<file path="src/inc/gpio_pkg.sv">
// Constants shared by the dual GPIO port block: register indices, field
// positions, reset values and operation codes.
// Assumes a 32-bit APB bus; byte address of a register is four times its index.
`default_nettype none

package gpio_pkg;

  // Port widths
  localparam int PA_W  = 5;
  localparam int PB_W  = 8;
  localparam int DAT_W = 8;
  localparam int IDX_W = 8;

  // Register indices; byte address = index * 4
  localparam logic [IDX_W-1:0] IDX_PORT_A  = 8'h05;
  localparam logic [IDX_W-1:0] IDX_PORT_B  = 8'h06;
  localparam logic [IDX_W-1:0] IDX_INT_CTL = 8'h0b;
  localparam logic [IDX_W-1:0] IDX_BIT_OP  = 8'h0c;
  localparam logic [IDX_W-1:0] IDX_CMP_CTL = 8'h1f;
  localparam logic [IDX_W-1:0] IDX_OPTION  = 8'h81;
  localparam logic [IDX_W-1:0] IDX_DIR_A   = 8'h85;
  localparam logic [IDX_W-1:0] IDX_DIR_B   = 8'h86;
  localparam logic [IDX_W-1:0] IDX_VREF    = 8'h9f;

  // Reset values
  localparam logic [DAT_W-1:0] OPTION_RST = 8'hff;
  localparam logic [PA_W-1:0]  DIR_A_RST  = 5'h1f;
  localparam logic [PB_W-1:0]  DIR_B_RST  = 8'hff;
  localparam logic [3:0]       CMP_RST    = 4'h0;
  localparam logic [DAT_W-1:0] VREF_RST   = 8'h00;
  localparam logic [DAT_W-1:0] VREF_MASK  = 8'hef;
  localparam logic [PA_W-1:0]  LATCH_A_POR = 5'h00;
  localparam logic [PB_W-1:0]  LATCH_B_POR = 8'h00;

  // Field positions
  localparam int OPT_PULLUP_N_BIT = 7;
  localparam int INT_FLAG_BIT     = 0;
  localparam int INT_EXT_EN_BIT   = 4;
  localparam int VREF_EN_BIT      = 7;
  localparam int VREF_OE_BIT      = 6;
  localparam int CMP_OUT_LSB      = 6;
  localparam int BOP_BIT_LSB      = 0;
  localparam int BOP_PORT_BIT     = 3;
  localparam int BOP_OP_LSB       = 4;
  localparam int CHG_LSB          = 4;

  // Comparator modes seen by the pins
  localparam logic [2:0] CM_DIGITAL = 3'h7;
  localparam logic [2:0] CM_PIN_OUT = 3'h6;

  // Bit operation codes
  typedef enum logic [1:0] {
    BOP_NONE   = 2'h0,
    BOP_SET    = 2'h1,
    BOP_CLEAR  = 2'h2,
    BOP_TOGGLE = 2'h3
  } bit_op_t;

endpackage : gpio_pkg

`default_nettype wire

</file>
<file path="src/gpio_pin_cell.sv">
// One pin output stage: push-pull or open-drain, with alternate drive.
// Assumes dir_in is 1 for input (driver off) and that the pad resolves oe.
`default_nettype none

module gpio_pin_cell #(
  parameter bit OPEN_DRAIN = 1'b0
) (
  input  wire logic i_dir_in,   // 1 = pin is input
  input  wire logic i_latch,    // Output latch bit
  input  wire logic i_alt_en,   // Alternate function owns the value
  input  wire logic i_alt_val,  // Alternate output value
  input  wire logic i_force_off,// Driver released regardless of direction
  output var  logic o_out,      // Pad output value
  output var  logic o_oe        // Pad output enable, high = driving
);

  logic drive_val;

  // Open drain only ever pulls low, so a high drive_val (latch, or alternate value when enabled) releases the pad
  always_comb begin
    drive_val = i_alt_en ? i_alt_val : i_latch;
    if (OPEN_DRAIN) begin
      o_out = 1'b0;
      o_oe  = ~i_force_off & ~i_dir_in & ~drive_val;
    end else begin
      o_out = drive_val;
      o_oe  = ~i_force_off & ~i_dir_in;
    end
  end

endmodule : gpio_pin_cell

`default_nettype wire

</file>
<file path="src/gpio_dual_port.sv">
// Dual GPIO port (5-bit A, 8-bit B) behind an APB slave, with pull-ups
// and a pin-change detector on the upper four B pins.
// Assumes pins are synchronous to I_CLK; comparator, reference and timer
// logic live outside and only see the control and status ports here.
//
// Overview of operation
// - B direction one tri-states, zero drives
// - Data read returns pins, write hits latch
// - Bit operations are read-modify-write; plain port writes are not
// - Active-low option bit 7 enables B pull-ups
// - Output-configured B pins lose their pull-up
// - Pull-ups off at power-on, option resets ones
// - Upper B pins vs reference set change flag
// - Output-configured upper pins excluded from compare
// - Change flag wakes device from sleep
// - Mismatch keeps flag set; B access ends it
// - Change during read sample still sets the flag
// - A bit 4 open-drain, timer clock, comparator
// - A bits 0-3 comparator inputs, reference, output
// - B bit 0 external interrupt, Schmitt buffer
// - B bits 6,7 programming clock and data
// - Directions reset ones; B latch kept otherwise
// - A direction resets 1 1111, data x 0000
// - Unimplemented register bits read zero
// - Bit operation rewrites latch from pin levels
// - A direction controls driver even when analog
// - Comparator-input A pins read zero
// - Read samples early, write lands late
`default_nettype none

module gpio_dual_port
  import gpio_pkg::*;
(
  input  wire logic                  I_CLK,        // 10 MHz clock
  input  wire logic                  I_SYS_RST,    // Sync reset, active high
  input  wire logic                  I_POR_FLAG,   // Reset is power-on/brown-out
  input  wire logic                  PSEL,         // APB select
  input  wire logic                  PENABLE,      // APB access phase
  input  wire logic                  PWRITE,       // APB direction
  input  wire logic [11:0]           PADDR,        // APB byte address
  input  wire logic [31:0]           PWDATA,       // APB write data
  input  wire logic [3:0]            PSTRB,        // APB byte strobes
  output var  logic                  PREADY,       // APB ready
  output var  logic [31:0]           PRDATA,       // APB read data
  output var  logic                  PSLVERR,      // APB error, unmapped
  input  wire logic [gpio_pkg::PA_W-1:0] I_PA_PIN, // Port A pin levels
  output var  logic [gpio_pkg::PA_W-1:0] O_PA_OUT, // Port A pad values
  output var  logic [gpio_pkg::PA_W-1:0] O_PA_OE,  // Port A pad enables
  input  wire logic [gpio_pkg::PB_W-1:0] I_PB_PIN, // Port B pin levels
  output var  logic [gpio_pkg::PB_W-1:0] O_PB_OUT, // Port B pad values
  output var  logic [gpio_pkg::PB_W-1:0] O_PB_OE,  // Port B pad enables
  output var  logic [gpio_pkg::PB_W-1:0] O_PB_PULLUP,  // Weak pull-up on
  output var  logic [gpio_pkg::PB_W-1:0] O_PB_SCHMITT, // Schmitt buffer sel
  input  wire logic [1:0]            I_CMP_OUT,    // Comparator results
  input  wire logic                  I_PROG_MODE,  // Serial programming mode
  input  wire logic                  I_SLEEP,      // Core is asleep
  output var  logic [3:0]            O_CMP_CTL,    // Input switch and mode
  output var  logic [7:0]            O_VREF_CTL,   // Reference control
  output var  logic                  O_VREF_PIN_EN,// Reference out on A2
  output var  logic                  O_TIMER_EXT_CLK, // A4 level to timer
  output var  logic                  O_EXT_INT_IN, // B0 level to interrupt
  output var  logic                  O_EXT_INT_EN, // External int enabled
  output var  logic                  O_PROG_CLK,   // B6 in programming mode
  output var  logic                  O_PROG_DATA,  // B7 in programming mode
  output var  logic                  O_CHANGE_FLAG,// Pin-change flag
  output var  logic                  O_WAKE        // Wake request
);

  import gpio_pkg::*;

  logic [PA_W-1:0]  pa_dir_reg;
  logic [PA_W-1:0]  pa_latch_reg;
  logic [PB_W-1:0]  pb_dir_reg;
  logic [PB_W-1:0]  pb_latch_reg;
  logic [DAT_W-1:0] option_reg;
  logic [3:0]       cmp_ctl_reg;
  logic [DAT_W-1:0] vref_reg;
  logic             ext_int_en_reg;
  logic             change_flag_reg;
  logic [3:0]       change_ref_reg;
  logic [31:0]      prdata_reg;
  logic             slverr_reg;

  logic             setup;
  logic             wr_commit;
  logic [IDX_W-1:0] idx;
  logic             mapped;
  logic [DAT_W-1:0] rd_mux;
  logic [3:0]       analog_mask;
  logic             cmp_pin_out;
  logic [DAT_W-1:0] pa_read;
  logic [2:0]       bop_bit;
  logic             bop_port_b;
  bit_op_t          bop_kind;
  logic             bop_go;
  logic [DAT_W-1:0] bop_src;
  logic [DAT_W-1:0] bop_result;
  logic             pb_touch;
  logic             mismatch;
  logic             flag_write;

  // Bus phase decode; upper address bits beyond the map are unmapped
  assign setup     = PSEL & ~PENABLE;
  assign idx       = PADDR[9:2];
  assign wr_commit = PSEL & PENABLE & PWRITE & PSTRB[0] & mapped;
  assign PREADY    = 1'b1;
  assign PRDATA    = prdata_reg;
  assign PSLVERR   = PSEL & PENABLE & slverr_reg;

  always_comb begin
    case (idx)
      IDX_PORT_A, IDX_PORT_B, IDX_INT_CTL, IDX_BIT_OP, IDX_CMP_CTL,
      IDX_OPTION, IDX_DIR_A, IDX_DIR_B, IDX_VREF: mapped = (PADDR[11:10] == 2'h0);
      default: mapped = 1'b0;
    endcase
  end

  // Analog selection: all comparator modes except off claim A0-A3
  assign analog_mask = (cmp_ctl_reg[2:0] != CM_DIGITAL) ? 4'hf : 4'h0;
  assign cmp_pin_out = (cmp_ctl_reg[2:0] == CM_PIN_OUT);
  assign pa_read     = {3'h0, I_PA_PIN & ~{1'b0, analog_mask}};

  // Read mux; unimplemented bits are tied low
  always_comb begin
    case (idx)
      IDX_PORT_A:  rd_mux = pa_read;
      IDX_PORT_B:  rd_mux = I_PB_PIN;
      IDX_INT_CTL: rd_mux = {3'h0, ext_int_en_reg, 3'h0, change_flag_reg};
      IDX_CMP_CTL: rd_mux = {I_CMP_OUT, 2'h0, cmp_ctl_reg};
      IDX_OPTION:  rd_mux = option_reg;
      IDX_DIR_A:   rd_mux = {3'h0, pa_dir_reg};
      IDX_DIR_B:   rd_mux = pb_dir_reg;
      IDX_VREF:    rd_mux = vref_reg & VREF_MASK;
      default:     rd_mux = 8'h00;
    endcase
  end

  // Read data caught in the setup cycle: pins sampled early in the access
  always_ff @(posedge I_CLK) begin
    if (I_SYS_RST) begin
      prdata_reg <= 32'h0;
      slverr_reg <= 1'b0;
    end else if (setup) begin
      prdata_reg <= mapped ? {24'h0, rd_mux} : 32'h0;
      slverr_reg <= ~mapped;
    end
  end

  // Bit operation: port pins are the source, never the latch
  assign bop_bit    = PWDATA[BOP_BIT_LSB +: 3];
  assign bop_port_b = PWDATA[BOP_PORT_BIT];
  assign bop_kind   = bit_op_t'(PWDATA[BOP_OP_LSB +: 2]);
  assign bop_go     = wr_commit & (idx == IDX_BIT_OP) & (bop_kind != BOP_NONE);
  assign bop_src    = bop_port_b ? I_PB_PIN : pa_read;

  always_comb begin
    bop_result = bop_src;
    case (bop_kind)
      BOP_SET:    bop_result[bop_bit] = 1'b1;
      BOP_CLEAR:  bop_result[bop_bit] = 1'b0;
      BOP_TOGGLE: bop_result[bop_bit] = ~bop_src[bop_bit];
      default:    bop_result = bop_src;
    endcase
  end

  // Port latches: cleared only by power-on, kept across other resets
  always_ff @(posedge I_CLK) begin
    if (I_SYS_RST) begin
      if (I_POR_FLAG) begin
        pa_latch_reg <= LATCH_A_POR;
        pb_latch_reg <= LATCH_B_POR;
      end
    end else if (wr_commit && idx == IDX_PORT_A) begin
      pa_latch_reg <= PWDATA[PA_W-1:0];
    end else if (wr_commit && idx == IDX_PORT_B) begin
      pb_latch_reg <= PWDATA[PB_W-1:0];
    end else if (bop_go && !bop_port_b) begin
      pa_latch_reg <= bop_result[PA_W-1:0];
    end else if (bop_go && bop_port_b) begin
      pb_latch_reg <= bop_result;
    end
  end

  // Direction registers
  always_ff @(posedge I_CLK) begin
    if (I_SYS_RST) begin
      pa_dir_reg <= DIR_A_RST;
      pb_dir_reg <= DIR_B_RST;
    end else if (wr_commit && idx == IDX_DIR_A) begin
      pa_dir_reg <= PWDATA[PA_W-1:0];
    end else if (wr_commit && idx == IDX_DIR_B) begin
      pb_dir_reg <= PWDATA[PB_W-1:0];
    end
  end

  // Option, comparator and reference controls
  always_ff @(posedge I_CLK) begin
    if (I_SYS_RST) begin
      option_reg     <= OPTION_RST;
      cmp_ctl_reg    <= CMP_RST;
      vref_reg       <= VREF_RST;
      ext_int_en_reg <= 1'b0;
    end else if (wr_commit) begin
      case (idx)
        IDX_OPTION:  option_reg     <= PWDATA[DAT_W-1:0];
        IDX_CMP_CTL: cmp_ctl_reg    <= PWDATA[3:0];
        IDX_VREF:    vref_reg       <= PWDATA[DAT_W-1:0] & VREF_MASK;
        IDX_INT_CTL: ext_int_en_reg <= PWDATA[INT_EXT_EN_BIT];
        default:     option_reg     <= option_reg;
      endcase
    end
  end

  // Any B read (at sample time) or write refreshes the change reference
  assign pb_touch = (setup & ~PWRITE & mapped & (idx == IDX_PORT_B))
                  | (wr_commit & (idx == IDX_PORT_B))
                  | (bop_go & bop_port_b);

  always_ff @(posedge I_CLK) begin
    if (I_SYS_RST) begin
      change_ref_reg <= 4'h0;
    end else if (pb_touch) begin
      change_ref_reg <= I_PB_PIN[CHG_LSB +: 4];
    end
  end

  // Mismatch only on input-configured upper pins; a change landing on the
  // sample edge refreshes the reference and still sets the change flag
  assign mismatch = |((I_PB_PIN[CHG_LSB +: 4] ^ change_ref_reg)
                      & pb_dir_reg[CHG_LSB +: 4]);
  assign flag_write = wr_commit & (idx == IDX_INT_CTL);

  // Set beats a same-cycle clear so no change is lost
  always_ff @(posedge I_CLK) begin
    if (I_SYS_RST) begin
      change_flag_reg <= 1'b0;
    end else if (mismatch) begin
      change_flag_reg <= 1'b1;
    end else if (flag_write) begin
      change_flag_reg <= PWDATA[INT_FLAG_BIT];
    end
  end

  // Pad stages; A4 is open drain, A3/A4 carry comparator outputs in one mode
  for (genvar i = 0; i < PA_W; i++) begin : g_pa
    gpio_pin_cell #(.OPEN_DRAIN(i == PA_W - 1)) u_cell (
      .i_dir_in   (pa_dir_reg[i]),
      .i_latch    (pa_latch_reg[i]),
      .i_alt_en   (cmp_pin_out && (i >= 3)),
      .i_alt_val  (I_CMP_OUT[(i >= 4) ? 1 : 0]),
      .i_force_off(1'b0),
      .o_out      (O_PA_OUT[i]),
      .o_oe       (O_PA_OE[i])
    );
  end

  // B6/B7 drivers released to the programmer in programming mode
  for (genvar i = 0; i < PB_W; i++) begin : g_pb
    gpio_pin_cell #(.OPEN_DRAIN(1'b0)) u_cell (
      .i_dir_in   (pb_dir_reg[i]),
      .i_latch    (pb_latch_reg[i]),
      .i_alt_en   (1'b0),
      .i_alt_val  (1'b0),
      .i_force_off(I_PROG_MODE && (i >= 6)),
      .o_out      (O_PB_OUT[i]),
      .o_oe       (O_PB_OE[i])
    );
  end

  // Pull-ups: global active-low enable, masked off on output pins
  assign O_PB_PULLUP = {PB_W{~option_reg[OPT_PULLUP_N_BIT]}} & pb_dir_reg;

  // Buffer choice and alternate-function taps
  assign O_PB_SCHMITT    = {I_PROG_MODE, I_PROG_MODE, 5'h00, ext_int_en_reg};
  assign O_EXT_INT_IN    = I_PB_PIN[0];
  assign O_EXT_INT_EN    = ext_int_en_reg;
  assign O_PROG_CLK      = I_PB_PIN[6];
  assign O_PROG_DATA     = I_PB_PIN[7];
  assign O_TIMER_EXT_CLK = I_PA_PIN[4];
  assign O_CMP_CTL       = cmp_ctl_reg;
  assign O_VREF_CTL      = vref_reg;
  assign O_VREF_PIN_EN   = vref_reg[VREF_EN_BIT] & vref_reg[VREF_OE_BIT];
  assign O_CHANGE_FLAG   = change_flag_reg;
  assign O_WAKE          = change_flag_reg & I_SLEEP;
endmodule : gpio_dual_port

`default_nettype wire

</file>
<file path="config.mk">
export PLATFORM = sky130hd
export DESIGN_NAME = gpio_dual_port
export DESIGN_NICKNAME = d
export VERILOG_FILES = /design/src/inc/gpio_pkg.sv /design/src/gpio_pin_cell.sv /design/src/gpio_dual_port.sv
export SDC_FILE = /design/constraint.sdc
export NUM_CORES = 1
export LEC_CHECK = 0
export ABC_AREA = 1
export BUFFER_PORTS_ARGS = -buffer_cell sky130_fd_sc_hd__buf_4
export CORE_AREA = 2 2 91 93
export DETAILED_ROUTE_END_ITERATION = 8
export DIE_AREA = 0 0 93 95
export PLACE_DENSITY_LB_ADDON = 0.12
export SYNTH_ARGS = -nofsm -noshare
export SYNTH_HDL_FRONTEND = slang
export SYNTH_SLANG_ARGS = --single-unit
export TNS_END_PERCENT = 100
</file>
<file path="constraint.sdc">
create_clock -name I_CLK -period 3.95 [get_ports I_CLK]
set_clock_uncertainty 0.15 [all_clocks]
set_input_delay 0.395 -clock I_CLK [delete_from_list [all_inputs] [get_ports I_CLK]]
set_output_delay 0.395 -clock I_CLK [all_outputs]
set_load 0.01 [all_outputs]
</file>
==> results.md <==
* Worst VDD drop at 0.000163 V
* Worst min path class: in2reg
* Fin util at 0.579
* Number of global-route vias before repair at 3548
* I/O pin count at 167
* Syn avg cell area at 7.13 µm²
* Setup TNS at 0 ns
* P_int at 0.00101 W
* Sequential Power Share at 0.464
* Pwr Density at 300 nW/µm²
* Via count at 3859
* Post-synth cell types at 39
* Layout fillers at 812
* WL final at 10.9 mm
* Final Hold Viols at 0
* Worst Hold Path Cells at 3
* Clock root buffer: clkbuf_8
* Achievable frequency at 404 MHz
* Sw power at 0.000367 W
* Final GP Congestion at 0.843
* Post-CTS Repair Setup Buffers at 0
* Tot Pwr at 0.00137 W
* DRC Markers at 0
* Sw Ratio at 0.267
* Ratio of cells with drive above 1 in the final layout at 0.247
* H-tree level count at 3
* Post-DR wirelength/cell at 15.0 µm
* HP Start: PWDATA[7]
* RR Endpoint: pa_latch_reg[1]
* R2R Path Start: O_CMP_CTL[0]
* Leak at 2.33 nW
* Tot GR Track Use at 0.250
* CTS Buf Count at 9
* Nets@finish at 690
* First-pass GRT wire length at 17.1 mm
* Required time worst endpoint at 3.81 ns
* Slew headroom at 0.474
* Flop2flop setup slack at 1.71 ns
* Initial antenna violation count at 0
* RSZ-0062 raised after global routing: false
* Critical-path top delay cell: nor2_4
* Post-CTS Resized at 0
* Std-Cell Rows at 33
* Hold EP: pb_dir_reg[7]
* Antenna-violating nets left at 0
* Core Area at 7930 µm²
* Area growth from synthesis to layout at 15.7%
* Largest stage delay, worst path at 0.40 ns
* Worst skew pair latency at 0.34 ns
* Share of flip-flops with an asynchronous set or reset at 0
* Number of synthesized flops with an enable pin at 13
* Port Buf Inserts at 105
* Crit Path Max Fanout at 18
* Final Slew Violations at 0
* TritonCTS clock tree: built
* CP cell instances: buf_4, inv_1, nand2_2, nor2_4, nand2_2, nand2_1, nor2_2, nand3_2, nand2_2, nor2_4, nand2_8, nand2_2, nand3_2, nand2_1
* Worst path most repeated cell: nand2_2
* Iter 0 DRT Violations at 262
* Initial Util at 0.500
* Drt pass-1 iters at 5
* Setup Crit Path Kind: in2reg
* DIE WIDTH at 93 µm
* CTS max path bufs at 2
* Final worst path period share at 0.627
* Synth warnings at 0
* Final Setup Violations at 0
* CP arrival at 2.34 ns
* Die Span Y at 95 µm
* Outcome: complete, no violations
* Diode count at 0
* Grt total ovfl at 0
* Min setup slack post-route at 1.47 ns
* Hold_buf cts at 0
* Reg2reg path depth at 9
* CTS clock-pin slew for the worst setup and hold paths at 0.07 ns
* Worst Setup Start Kind: primary input
* Post-route minimum period at 2.48 ns
* Seq/Total Area, Yosys at 0.336
* Most used DFF post-synth: dfxtp_1
* Critical Path Sink Type: flip-flop
* Mapped cell area at 3970 µm²
* Clk pwr share at 0.403
* CTS sink cnt at 60
* DIE AREA at 8840 µm²
* #FFs+latches synth at 60
* Comb pwr share at 0.133
* Cells after synthesis at 556
* Via/cell ratio at 5.30
* Maxcap violations at 0
* Worst slew pin tran at 0.785 ns
* Worst slack, placed at 1.10 ns
* Detail Placement HPWL at 8.27 mm
* Largest net degree at the start of global routing at 34
[cell usage after synthesis, types with 11 or more instances]
| master | n | area (µm²) |
|---|---|---|
| inv_1 | 71 | 267 |
| a21oi_1 | 58 | 290 |
| clkbuf_1 | 11 | 41.3 |
| buf_4 | 66 | 495 |
| dfxtp_1 | 47 | 941 |
| nand2_1 | 84 | 315 |
| o22ai_1 | 13 | 81.3 |
| nand2_2 | 14 | 87.6 |
| o21ai_0 | 53 | 265 |
| nand3_1 | 16 | 80.1 |
| nor3_1 | 11 | 55.1 |
| edfxtp_1 | 13 | 390 |
| nor2_1 | 35 | 131 |
[layer usage]
| metal | up-vias | global-route usage | part of all wire |
|---|---|---|---|
| met5 | - | 0 | 0 |
| met1 | 1787 | 0.318 | 0.43 |
| met4 | 0 | 0.126 | 0.032 |
| li1 | 1864 | - | - |
| met3 | 35 | 0.0439 | 0.078 |
| met2 | 173 | 0.408 | 0.46 |
[layout make-up]
cell class              instances  area, µm²  share of cell area
inverters                      75        282              0.0614
flip-flops and latches         60       1330               0.290
multi-input cells             368       1870               0.407
clock inverters                 4       47.5              0.0104
repair buffers                105        788               0.172
clock buffers                  11        141              0.0308
well taps                     105        131              0.0286
[how the worst max path moves through the flow]
stage / startpoint / slack [ns] / to / depth (start not counted)
4_1_cts: PADDR[7] / 1.46 / pb_latch_reg[3] / 14
5_1_grt: PADDR[5] / 1.22 / pb_latch_reg[3] / 14
2_1_floorplan: PADDR[7] / 1.66 / pb_latch_reg[0] / 15
3_5_place_dp: PADDR[7] / 1.10 / pb_latch_reg[6] / 14
6_report: PADDR[5] / 1.47 / pb_latch_reg[3] / 14
3_3_place_gp: PADDR[5] / 1.12 / pb_latch_reg[6] / 14
[critical path: cells and delay by family]
family	cells	cell delay (ns)
buffers and inverters	2	0.20
AND/OR/NAND/NOR	12	1.72
[layout by cell type (no fill, tap or decap), types with 14 or more instances in the layout]
cell / count
buf_4: 105
nor2_1: 35
nand2_2: 14
nand2_1: 84
a21oi_1: 58
nand3_1: 16
dfxtp_1: 47
inv_1: 71
o21ai_0: 53
conb_1: 32
[power by group through the flow]
| stage | Clock (W) | Combinational [W] | Sequential, W |
|---|---|---|---|
| after floorplan | 0 | 0.000136 | 0.000652 |
| after global placement | 0 | 0.000176 | 0.000652 |
| after detailed placement | 0 | 0.000179 | 0.000652 |
| after CTS | 0.000558 | 0.000180 | 0.000638 |
| after global routing | 0.000588 | 0.000200 | 0.000639 |
| final | 0.000553 | 0.000183 | 0.000638 |
[cells by family after synthesis]
kind of cell           Yosys count  synth area share
other                            2           0.00189
AND/OR/NAND/NOR                188             0.233
flip-flops                      60             0.336
AO/OA/AOI/OAI                  148             0.208
buffers and inverters          158             0.222
[per-stage QoR]
step	hold WS, ns	cells	cell area, µm²
finish	0.186	728	4590
detailed placement	0.318	713	4400
global placement	0.302	713	4400
floorplan	0.291	586	4080
CTS	0.179	728	4590
global route	0.195	728	4590
Note: power is estimated with default switching activity, not from simulation.
